## src/inc/sfr_regs.svh

```systemverilog
`ifndef SFR_REGS_SVH
`define SFR_REGS_SVH

// Instruction framing
`define SFR_OPCODE_BITS      6'h08
`define SFR_ADDR_DONE_BITS   6'h20
`define SFR_DUMMY_DONE_BITS  6'h00
`define SFR_OPC_CONT_READ    8'he8

// Address field layout, larger page mode
`define SFR_LG_PAGE_MSB      18
`define SFR_LG_PAGE_LSB      9
`define SFR_LG_BYTE_MSB      8
`define SFR_LG_BYTE_LSB      0

// Address field layout, default page mode
`define SFR_DF_PAGE_MSB      17
`define SFR_DF_PAGE_LSB      8
`define SFR_DF_BYTE_MSB      7
`define SFR_DF_BYTE_LSB      0

// Last byte offset of a page for each page size
`define SFR_LAST_BYTE_LARGE  9'h107
`define SFR_LAST_BYTE_DEF    9'h0ff

// Reset values
`define SFR_RST_PAGE_LARGE   1'h0
`define SFR_RST_SYNC_HIGH    3'h7
`define SFR_RST_PIN_SYNC     2'h3

`endif

```

## src/inc/sfr_pkg.sv

```systemverilog
`include "sfr_regs.svh"

package sfr_pkg;

  typedef enum logic [1:0] {
    st_idle,
    st_shift_in,
    st_stream,
    st_hold
  } sfr_state_type;

  typedef struct packed {
    logic [2:0]    sck_sy;
    logic [2:0]    cs_sy;
    logic [1:0]    si_sy;
    logic [1:0]    rstp_sy;
    logic [1:0]    wp_sy;
    sfr_state_type fsm;
    logic          page_large;
    logic [5:0]    bit_cnt;
    logic [30:0]   in_sh;
    logic [7:0]    opcode;
    logic [9:0]    page;
    logic [8:0]    byte_ofs;
    logic [7:0]    out_sh;
    logic [7:0]    nxt_byte;
    logic [2:0]    out_cnt;
    logic          rd_pend;
    logic          mem_rd;
    logic          so;
    logic          so_oe;
    logic          cmd_valid;
    logic [9:0]    cmd_page;
    logic [8:0]    cmd_byte;
    logic [8:0]    cmd_buf;
  } sfr_state_reg_type;

endpackage

```

## src/logic/sfr_core.sv

```systemverilog
// Functional notes
// Reset pin low aborts any operation and returns the state machine to idle.
// Device stays in reset while the reset pin is low, resumes when high.
// Internal power-on reset; reset pin needs no power-up sequencing.
// Host should tie the reset pin high when unused.
// Write-protect pin is pulled high, so protection is off when floating.
// Instructions start on select falling edge, then 8-bit opcode, then address.
// With select low, each serial clock shifts in the next input bit.
// Opcode, address and data travel most significant bit first.
// Exactly three address bytes; leading don't-care bits depend on mode.
// Larger page mode decodes a 9-bit buffer index.
// Larger page mode decodes 10-bit page plus 9-bit byte offset.
// Default page mode decodes an 8-bit buffer index.
// Default mode uses 18-bit address: 10-bit page, 8-bit byte.
// Legacy read: opcode E8, three address bytes, four dummy bytes, then data.
// Continuous read advances an internal address counter with no further input.
// Host holds select low through the whole continuous read.
// End of page continues at the next page's first byte without gap.
// After the last array byte, reading wraps to the first page seamlessly.
// Select rising edge ends the read and floats the serial output.
// Continuous read bypasses the buffer and leaves it unchanged.
// Inputs sampled on serial clock rising edges; outputs change on falling edges.
// Select high: serial input ignored, serial output floating.
// Page-size setting defaults to the smaller page and steers all decoding.
// Instruction cut short by select rising is discarded with no effect.
`timescale 1ns/10ps
`default_nettype none

module sfr_core (
  input  wire logic        clk_i,
  input  wire logic        rst_n_i,
  input  wire logic        reset_pin_n_i,
  input  wire logic        wp_pin_n_i,
  input  wire logic        cs_n_i,
  input  wire logic        sck_i,
  input  wire logic        si_i,
  output logic             so_o,
  output logic             so_oe_o,
  input  wire logic        page_cfg_wr_i,
  input  wire logic        page_cfg_large_i,
  output logic             page_large_o,
  output logic             wp_protect_o,
  output logic             mem_rd_o,
  output logic [9:0]       mem_page_o,
  output logic [8:0]       mem_byte_o,
  input  wire logic [7:0]  mem_data_i,
  output logic             cmd_valid_o,
  output logic [7:0]       cmd_opcode_o,
  output logic [9:0]       cmd_page_o,
  output logic [8:0]       cmd_byte_o,
  output logic [8:0]       cmd_buf_o
);

  sfr_pkg::sfr_state_reg_type st_ff;
  sfr_pkg::sfr_state_reg_type nxt_st;

  logic        sck_rise;
  logic        sck_fall;
  logic        cs_fall;
  logic        cs_high;
  logic        si_bit;
  logic [5:0]  cnt_inc;
  logic [23:0] addr_word;
  logic [8:0]  last_byte;
  logic        page_end;
  logic [9:0]  adv_page;
  logic [8:0]  adv_byte;

  always_comb begin
    nxt_st    = st_ff;
    sck_rise  = st_ff.sck_sy[1] & ~st_ff.sck_sy[2];
    sck_fall  = ~st_ff.sck_sy[1] & st_ff.sck_sy[2];
    cs_fall   = ~st_ff.cs_sy[1] & st_ff.cs_sy[2];
    cs_high   = st_ff.cs_sy[1];
    si_bit    = st_ff.si_sy[1];
    cnt_inc   = st_ff.bit_cnt + 6'h01;
    addr_word = {st_ff.in_sh[22:0], si_bit};
    last_byte = st_ff.page_large ? `SFR_LAST_BYTE_LARGE : `SFR_LAST_BYTE_DEF;
    page_end  = st_ff.byte_ofs >= last_byte;
    // Byte counter rolls into the next page; the page counter rolls over at the array end
    adv_byte  = page_end ? 9'h000 : st_ff.byte_ofs + 9'h001;
    adv_page  = page_end ? st_ff.page + 10'h001 : st_ff.page;

    // Two-stage synchronisers; clock and select add one delay stage for edge detection
    nxt_st.sck_sy  = {st_ff.sck_sy[1:0], sck_i};
    nxt_st.cs_sy   = {st_ff.cs_sy[1:0], cs_n_i};
    nxt_st.si_sy   = {st_ff.si_sy[0], si_i};
    nxt_st.rstp_sy = {st_ff.rstp_sy[0], reset_pin_n_i};
    nxt_st.wp_sy   = {st_ff.wp_sy[0], wp_pin_n_i};

    nxt_st.mem_rd    = 1'b0;
    nxt_st.cmd_valid = 1'b0;
    nxt_st.rd_pend   = st_ff.mem_rd;
    // Array byte arrives the cycle after the fetch strobe, straight from main memory
    if (st_ff.rd_pend) begin
      nxt_st.nxt_byte = mem_data_i;
    end

    // Page size setting
    if (page_cfg_wr_i) begin
      nxt_st.page_large = page_cfg_large_i;
    end

    unique case (st_ff.fsm)
      sfr_pkg::st_idle: begin
        nxt_st.so_oe = 1'b0;
        if (cs_fall) begin
          nxt_st.fsm     = sfr_pkg::st_shift_in;
          nxt_st.bit_cnt = 6'h00;
        end
      end
      sfr_pkg::st_shift_in: begin
        if (sck_rise) begin
          // Bits enter at the bottom so the first bit ends up most significant
          nxt_st.in_sh   = {st_ff.in_sh[29:0], si_bit};
          nxt_st.bit_cnt = cnt_inc;
          if (cnt_inc == `SFR_OPCODE_BITS) begin
            nxt_st.opcode = {st_ff.in_sh[6:0], si_bit};
          end
          if (cnt_inc == `SFR_ADDR_DONE_BITS) begin
            // Three address bytes complete; strip leading don't-care bits by mode
            if (st_ff.page_large) begin
              nxt_st.cmd_page = addr_word[`SFR_LG_PAGE_MSB:`SFR_LG_PAGE_LSB];
              nxt_st.cmd_byte = addr_word[`SFR_LG_BYTE_MSB:`SFR_LG_BYTE_LSB];
              nxt_st.cmd_buf  = addr_word[8:0];
            end else begin
              nxt_st.cmd_page = addr_word[`SFR_DF_PAGE_MSB:`SFR_DF_PAGE_LSB];
              nxt_st.cmd_byte = {1'b0, addr_word[`SFR_DF_BYTE_MSB:`SFR_DF_BYTE_LSB]};
              nxt_st.cmd_buf  = {1'b0, addr_word[7:0]};
            end
            if (st_ff.opcode == `SFR_OPC_CONT_READ) begin
              nxt_st.page     = st_ff.page_large ?
                                addr_word[`SFR_LG_PAGE_MSB:`SFR_LG_PAGE_LSB] :
                                addr_word[`SFR_DF_PAGE_MSB:`SFR_DF_PAGE_LSB];
              nxt_st.byte_ofs = st_ff.page_large ?
                                addr_word[`SFR_LG_BYTE_MSB:`SFR_LG_BYTE_LSB] :
                                {1'b0, addr_word[`SFR_DF_BYTE_MSB:`SFR_DF_BYTE_LSB]};
              nxt_st.mem_rd   = 1'b1;
            end else begin
              // Other instructions are handed on once opcode and address are in
              nxt_st.cmd_valid = 1'b1;
              nxt_st.fsm       = sfr_pkg::st_hold;
            end
          end
          // Four dummy bytes done: counter wraps to zero after 64 bits
          if (cnt_inc == `SFR_DUMMY_DONE_BITS) begin
            nxt_st.fsm      = sfr_pkg::st_stream;
            nxt_st.out_sh   = st_ff.nxt_byte;
            nxt_st.out_cnt  = 3'h0;
            nxt_st.page     = adv_page;
            nxt_st.byte_ofs = adv_byte;
            nxt_st.mem_rd   = 1'b1;
          end
        end
      end
      sfr_pkg::st_stream: begin
        if (sck_fall) begin
          nxt_st.so      = st_ff.out_sh[7];
          nxt_st.so_oe   = 1'b1;
          nxt_st.out_sh  = {st_ff.out_sh[6:0], 1'b0};
          nxt_st.out_cnt = st_ff.out_cnt + 3'h1;
          if (st_ff.out_cnt == 3'h7) begin
            // Next byte was fetched ahead, so page and array crossings add no gap
            nxt_st.out_sh   = st_ff.nxt_byte;
            nxt_st.page     = adv_page;
            nxt_st.byte_ofs = adv_byte;
            nxt_st.mem_rd   = 1'b1;
          end
        end
      end
      sfr_pkg::st_hold: begin
        nxt_st.so_oe = 1'b0;
      end
    endcase

    // Select high ends any frame and floats the output; partial frames vanish
    if (cs_high) begin
      nxt_st.fsm   = sfr_pkg::st_idle;
      nxt_st.so_oe = 1'b0;
      nxt_st.so    = 1'b0;
    end

    // Reset pin low: abort and hold idle, keeping the page size setting
    if (!st_ff.rstp_sy[1]) begin
      nxt_st.fsm       = sfr_pkg::st_idle;
      nxt_st.bit_cnt   = 6'h00;
      nxt_st.so        = 1'b0;
      nxt_st.so_oe     = 1'b0;
      nxt_st.mem_rd    = 1'b0;
      nxt_st.cmd_valid = 1'b0;
      nxt_st.out_cnt   = 3'h0;
    end

    // Power-on reset clears everything except the select, reset pin and write-protect synchronisers, which load high
    if (!rst_n_i) begin
      nxt_st            = '0;
      nxt_st.cs_sy      = `SFR_RST_SYNC_HIGH;
      nxt_st.rstp_sy    = `SFR_RST_PIN_SYNC;
      nxt_st.wp_sy      = `SFR_RST_PIN_SYNC;
      nxt_st.page_large = `SFR_RST_PAGE_LARGE;
    end
  end

  always_ff @(posedge clk_i) begin
    st_ff <= nxt_st;
  end

  assign so_o         = st_ff.so;
  assign so_oe_o      = st_ff.so_oe;
  assign page_large_o = st_ff.page_large;
  assign wp_protect_o = ~st_ff.wp_sy[1];
  assign mem_rd_o     = st_ff.mem_rd;
  assign mem_page_o   = st_ff.page;
  assign mem_byte_o   = st_ff.byte_ofs;
  assign cmd_valid_o  = st_ff.cmd_valid;
  assign cmd_opcode_o = st_ff.opcode;
  assign cmd_page_o   = st_ff.cmd_page;
  assign cmd_byte_o   = st_ff.cmd_byte;
  assign cmd_buf_o    = st_ff.cmd_buf;

endmodule

`default_nettype wire

```

## config.mk

```make
export PLATFORM = sky130hd
export DESIGN_NAME = sfr_core
export DESIGN_NICKNAME = d
export VERILOG_FILES = /design/src/inc/sfr_pkg.sv /design/src/logic/sfr_core.sv
export VERILOG_INCLUDE_DIRS = /design/src /design/src/inc
export SDC_FILE = /design/constraint.sdc
export NUM_CORES = 1
export LEC_CHECK = 0
export BUFFER_PORTS_ARGS = -buffer_cell sky130_fd_sc_hd__clkbuf_2
export CAP_MARGIN = 20
export CORE_MARGIN = 5
export CORE_UTILIZATION = 28
export CTS_CLUSTER_SIZE = 40
export DETAILED_ROUTE_END_ITERATION = 10
export HOLD_SLACK_MARGIN = 0.08
export PLACE_DENSITY = 0.53
export SYNTH_ARGS = -nofsm -noshare
export SYNTH_HDL_FRONTEND = slang
export SYNTH_SLANG_ARGS = --single-unit
```

## constraint.sdc

```tcl
create_clock -name clk_i -period 7.5 [get_ports clk_i]
set_clock_uncertainty 0.2 [all_clocks]
set_input_delay 1.125 -clock clk_i [delete_from_list [all_inputs] [get_ports clk_i]]
set_output_delay 1.125 -clock clk_i [all_outputs]
set_load 0.05 [all_outputs]
```

## Word level (Yosys, flattened, before mapping)

Index checks and enable logic that the tools add are counted.

- Magnitude comparators: 1
- Mux-type cells: 35
- Add/sub/neg operators: 4
- Reduce and logical (&&, ||, !) cells: 18
- Bitwise operators: 9
- Equal/unequal tests: 15

Operators with widths:

| cell | number |
|---|---|
| 2-to-1 mux 27 bit | 3 |
| 2-to-1 mux 72 bit | 1 |
| case mux 27 bit (2 select lines) | 1 |
| 2-to-1 mux 19 bit | 2 |
| 2-to-1 mux 28 bit | 1 |
| 2-to-1 mux 9 bit | 3 |
| 2-to-1 mux 10 bit | 2 |
| 2-to-1 mux 3 bit | 4 |
| case mux 6 bit (2 select lines) | 1 |
| adder 10 x 1 -> 10 bit (second input constant) | 1 |
| 2-to-1 mux 2 bit | 5 |
| != test 2 bit (second input constant) | 5 |
| AND reduction 5 bit | 2 |
| adder 9 x 1 -> 9 bit (second input constant) | 1 |
| >= comparator 9 bit | 1 |
| != test 3 bit (second input constant) | 3 |
| AND reduction 3 bit | 3 |
| == test 8 bit (second input constant) | 1 |
| 2-to-1 mux 8 bit | 1 |
| AND reduction 2 bit | 4 |
| adder 6 x 1 -> 6 bit (second input constant) | 1 |
| == test 6 x 4 -> 1 bit (second input constant) | 1 |
| == test 6 bit (second input constant) | 1 |
| zero test 6 bit | 1 |
| 17 further kinds | 33 |

- Input bits: 17
- Bits in registers: 131
- Output and inout port bits: 61
- Word-level logic and storage cells: 105

## Depth between registers and ports, before layout

Gate-level depths: netlist (run 1).

- Depth after elaboration: 6
- Gate-level depth with buffers: 10
- Mapped depth without buffers: 8

## Least setup slack after synthesis (run 1)

No wires, ideal clock.

- Kind: register to register
- Start: reg st_ff (netlist bit page_large_o)
- End: reg st_ff (netlist bit mem_page_o[9])
- Cell stages (with the launch flop): 11
- Period minus slack after synthesis: 3.420 ns
- Data required time: 7.183 ns
- Setup slack: 4.080 ns
- Buffers on the path: 2
- Library setup time: 0.117 ns
- Arrival: 3.103 ns
- Cells stage by stage: dfxtp_1 -> clkbuf_1 -> buf_1 -> inv_1 -> ha_1 -> nand2_1 -> o21ai_0 -> a22oi_1 -> and3_1 -> or4_1 -> a22o_1

- Cells in the longest elaborated chain, start to end: 6
- Elaborated cells between the ends (all ways): 11
- Those cells by class: 1 x order compare; 10 x mux

RTL lines:

| element | RTL line | source |
|---|---|---|
| start: declaration | sfr_core.sv:54 | `sfr_pkg::sfr_state_reg_type st_ff;` |
| start signal: assignment | sfr_core.sv:205 | `st_ff <= nxt_st;` |
| 2-to-1 mux 9 bit (no line) or 2-to-1 mux 10 bit (tied branches) | - |  |
| >= comparator 9 bit or 2-to-1 mux 19 bit (tied branches) | sfr_core.sv:79, sfr_core.sv:131 |  |
| 2-to-1 mux 10 bit or 2-to-1 mux 19 bit (tied branches) | sfr_core.sv:82, sfr_core.sv:120 |  |
| 2-to-1 mux 27 bit, on equally long branches | sfr_core.sv:162, sfr_core.sv:146 |  |
| 2-to-1 mux 27 bit or 2-to-1 mux 72 bit (tied branches) | sfr_core.sv:157, sfr_core.sv:113 |  |
| case mux 27 bit (2 select lines) (*) | sfr_core.sv:104 | `unique case (st_ff.fsm)` |

Mark *: on every way between the ends. The rest lies on a longest branch, timed or not. The select of a mux whose other input is x is not followed.
A chain may end at the register's enable or synchronous reset.

## Worst setup path after layout (run 1)

- Start: reg st_ff (netlist bit page_large_o)
- End: reg st_ff (netlist bit mem_byte_o[7])

- Cells in the longest elaborated chain, start to end: 6
- Elaborated cells between the ends (all ways): 8
- Those cells by class: 1 x order compare; 7 x mux

RTL lines:

| element | RTL line | source |
|---|---|---|
| 2-to-1 mux 9 bit (no line) (*) | - |  |
| >= comparator 9 bit (*) | sfr_core.sv:79 | `page_end = st_ff.byte_ofs >= last_byte;` |
| 2-to-1 mux 9 bit (*) | sfr_core.sv:81 | `adv_byte = page_end ? 9'h000 : st_ff.byte_ofs + 9'h001;` |
| 2-to-1 mux 27 bit, on equally long branches | sfr_core.sv:162, sfr_core.sv:146 |  |
| 2-to-1 mux 27 bit or 2-to-1 mux 72 bit (tied branches) | sfr_core.sv:157, sfr_core.sv:113 |  |
| case mux 27 bit (2 select lines) (*) | sfr_core.sv:104 |  |

Marks and branches as above.

==> summary.txt, run 1 <==
Outcome
  • Result of the run: finished clean

Detailed routing
  • Via count: around 4,500
  • Pre-antenna DRT Iters: 4
  • Drt total wl: roughly 14 mm
  • DRC violations left: 0
  • DR WL/cell: approximately 15 um
  • Via density: between 4 and 5
  • Antenna viol nets, final: 0
  • DR iter-0 viols: between 200 and 300

Clocking
  • Hold-fix buffer count after cts: 0
  • # Post-CTS Setup Buffers: 0
  • Clk root buf: clkbuf_16
  • CTS buffer count: 9
  • H-tree level count: 3
  • CTS Buffer Depth: 2
  • Worst-path clk slew: about 70 ps
  • PostCTS Resize Cnt: 0
  • CTS tree: done
  • Clock Latency Late Sink: roughly 350 ps
  • Clock Sink Count: 109

Placed design
  • Hpwl dp: ~10 mm
  • Port Buffer Count: between 70 and 80
  • Routability Congestion: between 0.8 and 0.9
  • Area after DPL: roughly 0.0057 mm^2

Logic synthesis
  • Avg Cell Area, Syn: between 8 and 9 um^2
  • Number of synthesized flops with an enable pin: 0
  • Post-synth cell types: between 60 and 70
  • Sequential-to-total area share from yosys stat: about two fifths
  • Yosys top cell area share: between 40% and 50%
  • Asr flop ratio synth: 0%
  • Top post-synthesis cells by area: dfxtp_1 40%, buf_4 7.6%, nand2_1 5.9%, mux2i_1 5.5%, a21oi_1 5.0%
  • Yosys reg bits: ~110
  • Synth Flop Type: dfxtp_1
  • Mapped Cells: between 600 and 700
  • Syn. warnings: 0
  • Syn Std Cell Area: roughly 0.0054 mm^2
  • Area leader, netlist: dfxtp_1
  • Syn nets: a little under 700

Floorplanning
  • Die ar.: between 0.02 and 0.025 mm^2
  • # IOs: 78
  • Initial Utilization: between 20% and 30%
  • DIE WIDTH: between 100 and 150 um
  • Height of the die: 149 um
  • Core box area: between 0.015 and 0.02 mm^2
  • Site row count: 51

Finish
  • ANT cells: 0
  • Area growth, synth to finish: 9.73%
  • Final net count: ~690
  • Most frequent cells in the layout: 109 x dfxtp_1, 86 x nand2_1, 77 x clkbuf_2
  • Number of fill cells in the layout: around 2,100
  • Design area: 0.00597 mm^2
  • Most common cell after layout, fill and taps aside: dfxtp_1
  • Share of cells above drive strength 1: approximately 16%

Critical path
  • Worst Path Required: 7600 ps
  • RR Startpoint: page_large_o
  • Crit end category: flop
  • Slowest-stage cell, CP: dfxtp_1
  • Critical Path AT: 3580 ps
  • CP delay by family, top: compound AO/OA/AOI/OAI gates
  • CP startpoint kind: flop
  • Crit path from: page_large_o
  • CP Buf/Inv Count: 1
  • Critical Path, Cell by Cell: inv_1 -> ha_1 -> a21oi_1 -> o21ai_0 -> a21oi_1 -> nand3_2 -> o41ai_1 -> a221o_1
  • CP Class: reg2reg
  • Max incr delay on CP: slightly above 900 ps
  • Worst-path maximum fanout: 20
  • Most frequent CP cell: a21oi_1

Timing
  • Final Setup Violations: 0
  • Fin crit share: between 40% and 50%
  • Worst slew margin: 38.4%
  • Fin crit period: 3480 ps
  • Setup_tns: 0 ps
  • FMAX: around 0.29 GHz
  • Final hold vios: 0
  • Max-slew violation count: 0
  • Worst-margin pin slew: 922 ps
  • RSZ-0062 raised after global routing: no

Global routing
  • Vias in the first global route: between 4,000 and 5,000
  • Gr usage total: 12.7%
  • First-pass GRT wire length: roughly 23 mm
  • Largest net degree at the start of global routing: 54
  • GRT overflow: 0
  • Initial antenna violation count: 0

Pwr
  • P_sw: between 0.0002 and 0.00025 W
  • Switching Fraction: 22.4%
  • Int Power: roughly 0.00086 W
  • Clock power frac: 44.8%
  • VDD IR max: about 0.000089 V
  • Lkg Pwr: roughly 2.3 nW
  • Power per standard cell area: ~190 mW/mm^2
  • Comb power frac: about 2.5%
  • Seq pwr share: between 50 and 60%

Flow run
  • Max cap viols: 0

Worst hold path
  • Min-delay src: st_ff[119]
  • Min-delay worst type: reg2reg
==> per-stage QoR <==
step / hold slack, ps / util [%] / total power, W / cells / setup slack, ps
floorplan: 186 / - / 0.000617 / 648 / 4080
global placement: 190 / 29.3 / 0.000627 / 907 / 3870
detailed placement: 200 / 29.3 / 0.000628 / 907 / 3860
CTS: 216 / 30.9 / 0.00113 / 923 / 4020
global route: 241 / 31.0 / 0.00115 / 924 / 3780
finish: 215 / 31.0 / 0.00111 / 924 / 4020
==> cell families after synthesis <==
logic type / count (synthesis) / share of synthesized area, %
xor+xnor: 2 / 0.322
mux: 31 / 5.73
simple gates: 236 / 20.4
flops: 109 / 40.1
buf+inv: 100 / 10.9
fa+ha+maj: 15 / 3.45
compound gates: 155 / 19.2
==> area by class of cell <==
class / instances / area [um^2] / area share (%)
Multi-Input combinational cell: 439 / 2680 / 44.9
Clock inverter: 6 / 71.3 / 1.19
Timing Repair Buffer: 81 / 415 / 6.96
Inverter: 14 / 52.6 / 0.880
Tap cell: 265 / 332 / 5.55
Clock buffer: 10 / 239 / 4.00
Sequential cell: 109 / 2180 / 36.5
==> power groups by stage <==
stage          Clock (W)  Sequential (W)  Combinational, W
5_1_grt         0.000535        0.000586         0.0000318
3_3_place_gp           0        0.000599         0.0000283
4_1_cts         0.000512        0.000585         0.0000286
2_1_floorplan          0        0.000598         0.0000197
3_5_place_dp           0        0.000599         0.0000286
6_report        0.000497        0.000585         0.0000278
==> cell usage after synthesis, drive strengths merged, types with 4 or more instances <==
library cell	count
a211oi	12
a21boi	5
a21oi	54
a221oi	7
a22o	5
a22oi	5
a31oi	4
and2	10
and3	11
buf	64
clkbuf	22
dfxtp	109
ha	15
inv	13
mux2i	30
nand2	86
nand2b	11
nand3	22
nand4	4
nor2	58
nor3	13
o21ai	25
o22ai	4
o2bb2ai	4
or3	6
==> sequential cells by signal (all words and copies together), names as in the netlist <==
signal and count:
cs_high 1, mem_byte_o 9, cmd_opcode_o 8, addr_word 19
st_ff 38, cmd_valid_o 1, page_large_o 1, mem_page_o 10
mem_rd_o 1, cmd_byte_o 9, so_oe_o 1, so_o 1
cmd_page_o 10
==> final timing paths <==
| path | endpoint | slack, ps | depth (start not counted) |
|---|---|---|---|
| worst min register to register | st_ff[120] | 210 | 1 |
| worst max register to register | mem_byte_o[7] | 4020 | 8 |
| worst max-delay path | mem_byte_o[7] | 4020 | 8 |
| worst min-delay path | st_ff[120] | 210 | 1 |
==> metal layers <==
metal	wire length, um	up-vias	GRT usage (%)
met3	919	10	3.68
li1	-	2264	-
met2	6440	93	19.9
met5	0	-	0
met1	6470	2088	17.1
met4	174	0	3.89
(Power assumes the default switching activity.)
==> inputs of run 2 (changes only) <==
ABC_AREA = 1   (was not set)
PLACE_DENSITY = 0.54   (was 0.53)
clock period = 3.1 ns   (was 7.5 ns; I/O delays follow)
==> run 2 against run 1 <==
Net effect:
- first-iteration DRC count is 22% lower
- wire length fell by 1.7%
- critical path type unchanged
- critical path depth increased by 2
- setup slack worse by 3400 ps
- utilization down 0.13 points
==> summary.txt, run 2 <==
Outcome
  • Result of the run: finished clean (unchanged)

Logic synthesis
  • Syn Std Cell Area: 0.00571 mm^2 (was 0.00544 mm^2)
  • Yosys reg bits: 109 (unchanged)
  • Synth top cells by count: 165 x nand2_1, 109 x dfxtp_1, 86 x inv_1 (was 109 x dfxtp_1, 86 x nand2_1, 58 x nor2_1)
  • Number of synthesized flops with an enable pin: 0 (unchanged)
  • Asr flop ratio synth: 0% (unchanged)
  • Post-synth cell types: 42 (was 64)
  • Syn nets: 828 (was 680)
  • Sequential-to-total area share from yosys stat: 38.2% (was 40.1%)
  • Yosys top cell area share: 38.2% (was 40.1%)
  • Mapped Cells: 796 (was 648)
  • Top-count cell post-synth: nand2_1 (was dfxtp_1)
  • Top post-synthesis cells by area: dfxtp_1 38%, nand2_1 11%, buf_4 7.4%, a21oi_1 7.3%, inv_1 5.7% (was dfxtp_1 40%, buf_4 7.6%, nand2_1 5.9%, mux2i_1 5.5%, a21oi_1 5.0%)
  • Avg Cell Area, Syn: 7.17 um^2 (was 8.40 um^2)
  • Synth Flop Type: dfxtp_1 (unchanged)
  • Syn. warnings: 0 (unchanged)
  • Area leader, netlist: dfxtp_1 (unchanged)

Floorplanning
  • Die ar.: 0.0233 mm^2 (was 0.0223 mm^2)
  • Site row count: 52 (was 51)
  • Core box area: 0.0202 mm^2 (was 0.0193 mm^2)
  • Initial Utilization: 28.3% (was 28.2%)
  • Height of the die: 153 um (was 149 um)
  • # IOs: 78 (unchanged)
  • DIE WIDTH: 153 um (was 149 um)

Timing
  • Fin crit period: 2440 ps (was 3480 ps)
  • Worst-margin pin slew: 557 ps (was 922 ps)
  • Fin crit share: 78.8% (was 46.4%)
  • Setup_tns: 0 ps (unchanged)
  • Max-slew violation count: 0 (unchanged)
  • Final hold vios: 0 (unchanged)
  • Final Setup Violations: 0 (unchanged)
  • RSZ-0062 raised after global routing: no (unchanged)
  • Hold WS: 90.8 ps (was 215 ps)
  • Worst slew margin: 62.5% (was 38.4%)
  • FMAX: 0.409 GHz (was 0.287 GHz)

Detailed routing
  • Drt total wl: 13.8 mm (was 14.0 mm)
  • DRC violations left: 0 (unchanged)
  • Via density: 4.39 (was 4.82)
  • Pre-antenna DRT Iters: 5 (was 4)
  • DR iter-0 viols: 227 (was 290)
  • Via count: 4,752 (was 4,455)
  • DR WL/cell: 12.7 um (was 15.2 um)
  • Antenna viol nets, final: 0 (unchanged)

Finish
  • Area growth, synth to finish: 9.06% (was 9.73%)
  • Share of cells above drive strength 1: 16.7% (was 16.2%)
  • Most frequent cells in the layout: 165 x nand2_1, 109 x dfxtp_1, 86 x inv_1 (was 109 x dfxtp_1, 86 x nand2_1, 77 x clkbuf_2)
  • Largest Register: st_ff (unchanged)
  • ANT cells: 0 (unchanged)
  • Most common cell after layout, fill and taps aside: nand2_1 (was dfxtp_1)
  • Final net count: 839 (was 686)
  • Max FFs per register: 38 (unchanged)

Clocking
  • Clk root buf: clkbuf_16 (unchanged)
  • H-tree level count: 3 (unchanged)
  • CTS buffer count: 9 (unchanged)
  • CTS tree: done (unchanged)
  • Worst-path clk slew: 80 ps (was 70 ps)
  • CTS Buffer Depth: 2 (unchanged)
  • # Post-CTS Setup Buffers: 0 (unchanged)
  • Clock Sink Count: 109 (unchanged)
  • Clock Latency Late Sink: 360 ps (was 350 ps)

Critical path
  • Critical Path AT: 2530 ps (was 3580 ps)
  • Most frequent CP cell: nand3_1 (was a21oi_1)
  • CP Class: reg2reg (unchanged)
  • Max incr delay on CP: 470 ps (was 930 ps)
  • CP startpoint kind: flop (unchanged)
  • Worst Path Required: 3190 ps (was 7600 ps)
  • Crit end category: flop (unchanged)
  • CP Buf/Inv Count: 2 (was 1)
  • Slowest-stage cell, CP: ha_1 (was dfxtp_1)
  • Critical Path, Cell by Cell: inv_1 -> ha_1 -> nand2_2 -> o21ai_2 -> nand3_1 -> a21oi_2 -> nand2_4 -> inv_4 -> nand3_1 -> a21oi_1 (was inv_1 -> ha_1 -> a21oi_1 -> o21ai_0 -> a21oi_1 -> nand3_2 -> o41ai_1 -> a221o_1)
  • Worst-path maximum fanout: 22 (was 20)
  • CP delay by family, top: simple AND/OR/NAND/NOR gates (was compound AO/OA/AOI/OAI gates)

Global routing
  • Largest net degree at the start of global routing: 82 (was 54)
  • Vias in the first global route: 4,314 (was 4,147)
  • Met2 Use GR: 17.6% (was 19.9%)
  • Busiest grt layer: met2 (unchanged)
  • GRT overflow: 0 (unchanged)
  • Initial antenna violation count: 0 (unchanged)
  • Gr usage total: 11.6% (was 12.7%)
  • First-pass GRT wire length: 22.1 mm (was 22.7 mm)
  • GRT met1 Usage: 16.0% (was 17.1%)
  • Met3 Use GR: 3.24% (was 3.68%)

Pwr
  • VDD IR max: 0.000267 V (was 0.0000892 V)
  • Lkg Pwr: 2.71 nW (was 2.28 nW)
  • Power per standard cell area: 431 mW/mm^2 (was 186 mW/mm^2)

Flow run
  • Max cap viols: 0 (unchanged)

Placed design
  • Port Buffer Count: 77 (unchanged)
  • Hpwl dp: 9.99 mm (was 10.2 mm)
  • Routability Congestion: 0.803 (was 0.831)

Worst hold path
  • Min-delay worst type: in2reg (was reg2reg)
run 2: cell count changes in the layout (fill, tap and decap cells not counted), moves of 12 or more:
cell,before,now
nand2_1,86,165
inv_1,13,86
o21ai_0,24,63
mux2i_1,30,0
a21oi_1,54,83
nand3_1,20,46
o21ai_1,1,23
a211oi_1,12,0
run 2: final timing paths:
kind	slack (ps)	depth (start not counted)	start	endpoint
setup / recovery	660	10	st_ff[118]	mem_page_o[5]
hold / removal	90	3	si_i	st_ff[123]
setup reg to reg	660	10	st_ff[118]	mem_page_o[5]
hold reg to reg	210	1	st_ff[125]	cs_high
run 2: layout make-up:
type                            count  area (um^2)
Clock inverter                      6         62.6
Timing Repair Buffer               87          478
Clock buffer                       10          239
Fill cell                        2248        13900
Multi-Input combinational cell    510         2580
Tap cell                          270          338
Inverter                           90          340
Sequential cell                   109         2180
run 2: repair_timing:
item,in CTS,in global routing
hold buffers,2,0
gates resized for setup,0,0
endpoints found under the hold margin,2,0
run 2: through the flow:
| step | setup WS [ps] | power (W) | util (%) | area, um^2 | cells |
|---|---|---|---|---|---|
| after floorplan | 374 | 0.00150 | - | 5710 | 796 |
| after global routing | 431 | 0.00280 | 30.8 | 6220 | 1082 |
| after detailed placement | 645 | 0.00154 | 29.3 | 5900 | 1064 |
| after CTS | 635 | 0.00273 | 30.8 | 6220 | 1082 |
| final | 658 | 0.00268 | 30.8 | 6220 | 1082 |
| after global placement | 640 | 0.00154 | 29.3 | 5900 | 1064 |
run 2: report_power, final:
part           internal [W]  total (W)  switching [W]  leakage (nW)
Clock              0.000592    0.00117       0.000581         0.149
Combinational     0.0000317  0.0000967      0.0000650          1.68
Sequential          0.00141    0.00141     0.00000473         0.880
Total               0.00203    0.00268       0.000650          2.71
run 2: worst reg2reg max path: stages (launching register included):
cell and delay (ps):
dfxtp_1 330, inv_1 80, ha_1 470, nand2_2 230, o21ai_2 140, nand3_1 110, a21oi_2 170, nand2_4 170
inv_4 250, nand3_1 100, a21oi_1 140
run 2: cells by family after synthesis:
kind of cell | share of synthesized area [%]
and+or+nand+nor | 24.2
adders and majority gates | 3.29
DFF | 38.2
xor gates and xnor gates | 1.36
buffers and inverters | 16.5
AOI/OAI and AO/OA | 16.4
run 2: routing by layer:
layer	up-vias	wire length (um)
met5	-	0
li1	2523	-
met2	95	5940
met4	0	250
met3	17	584
met1	2117	6990
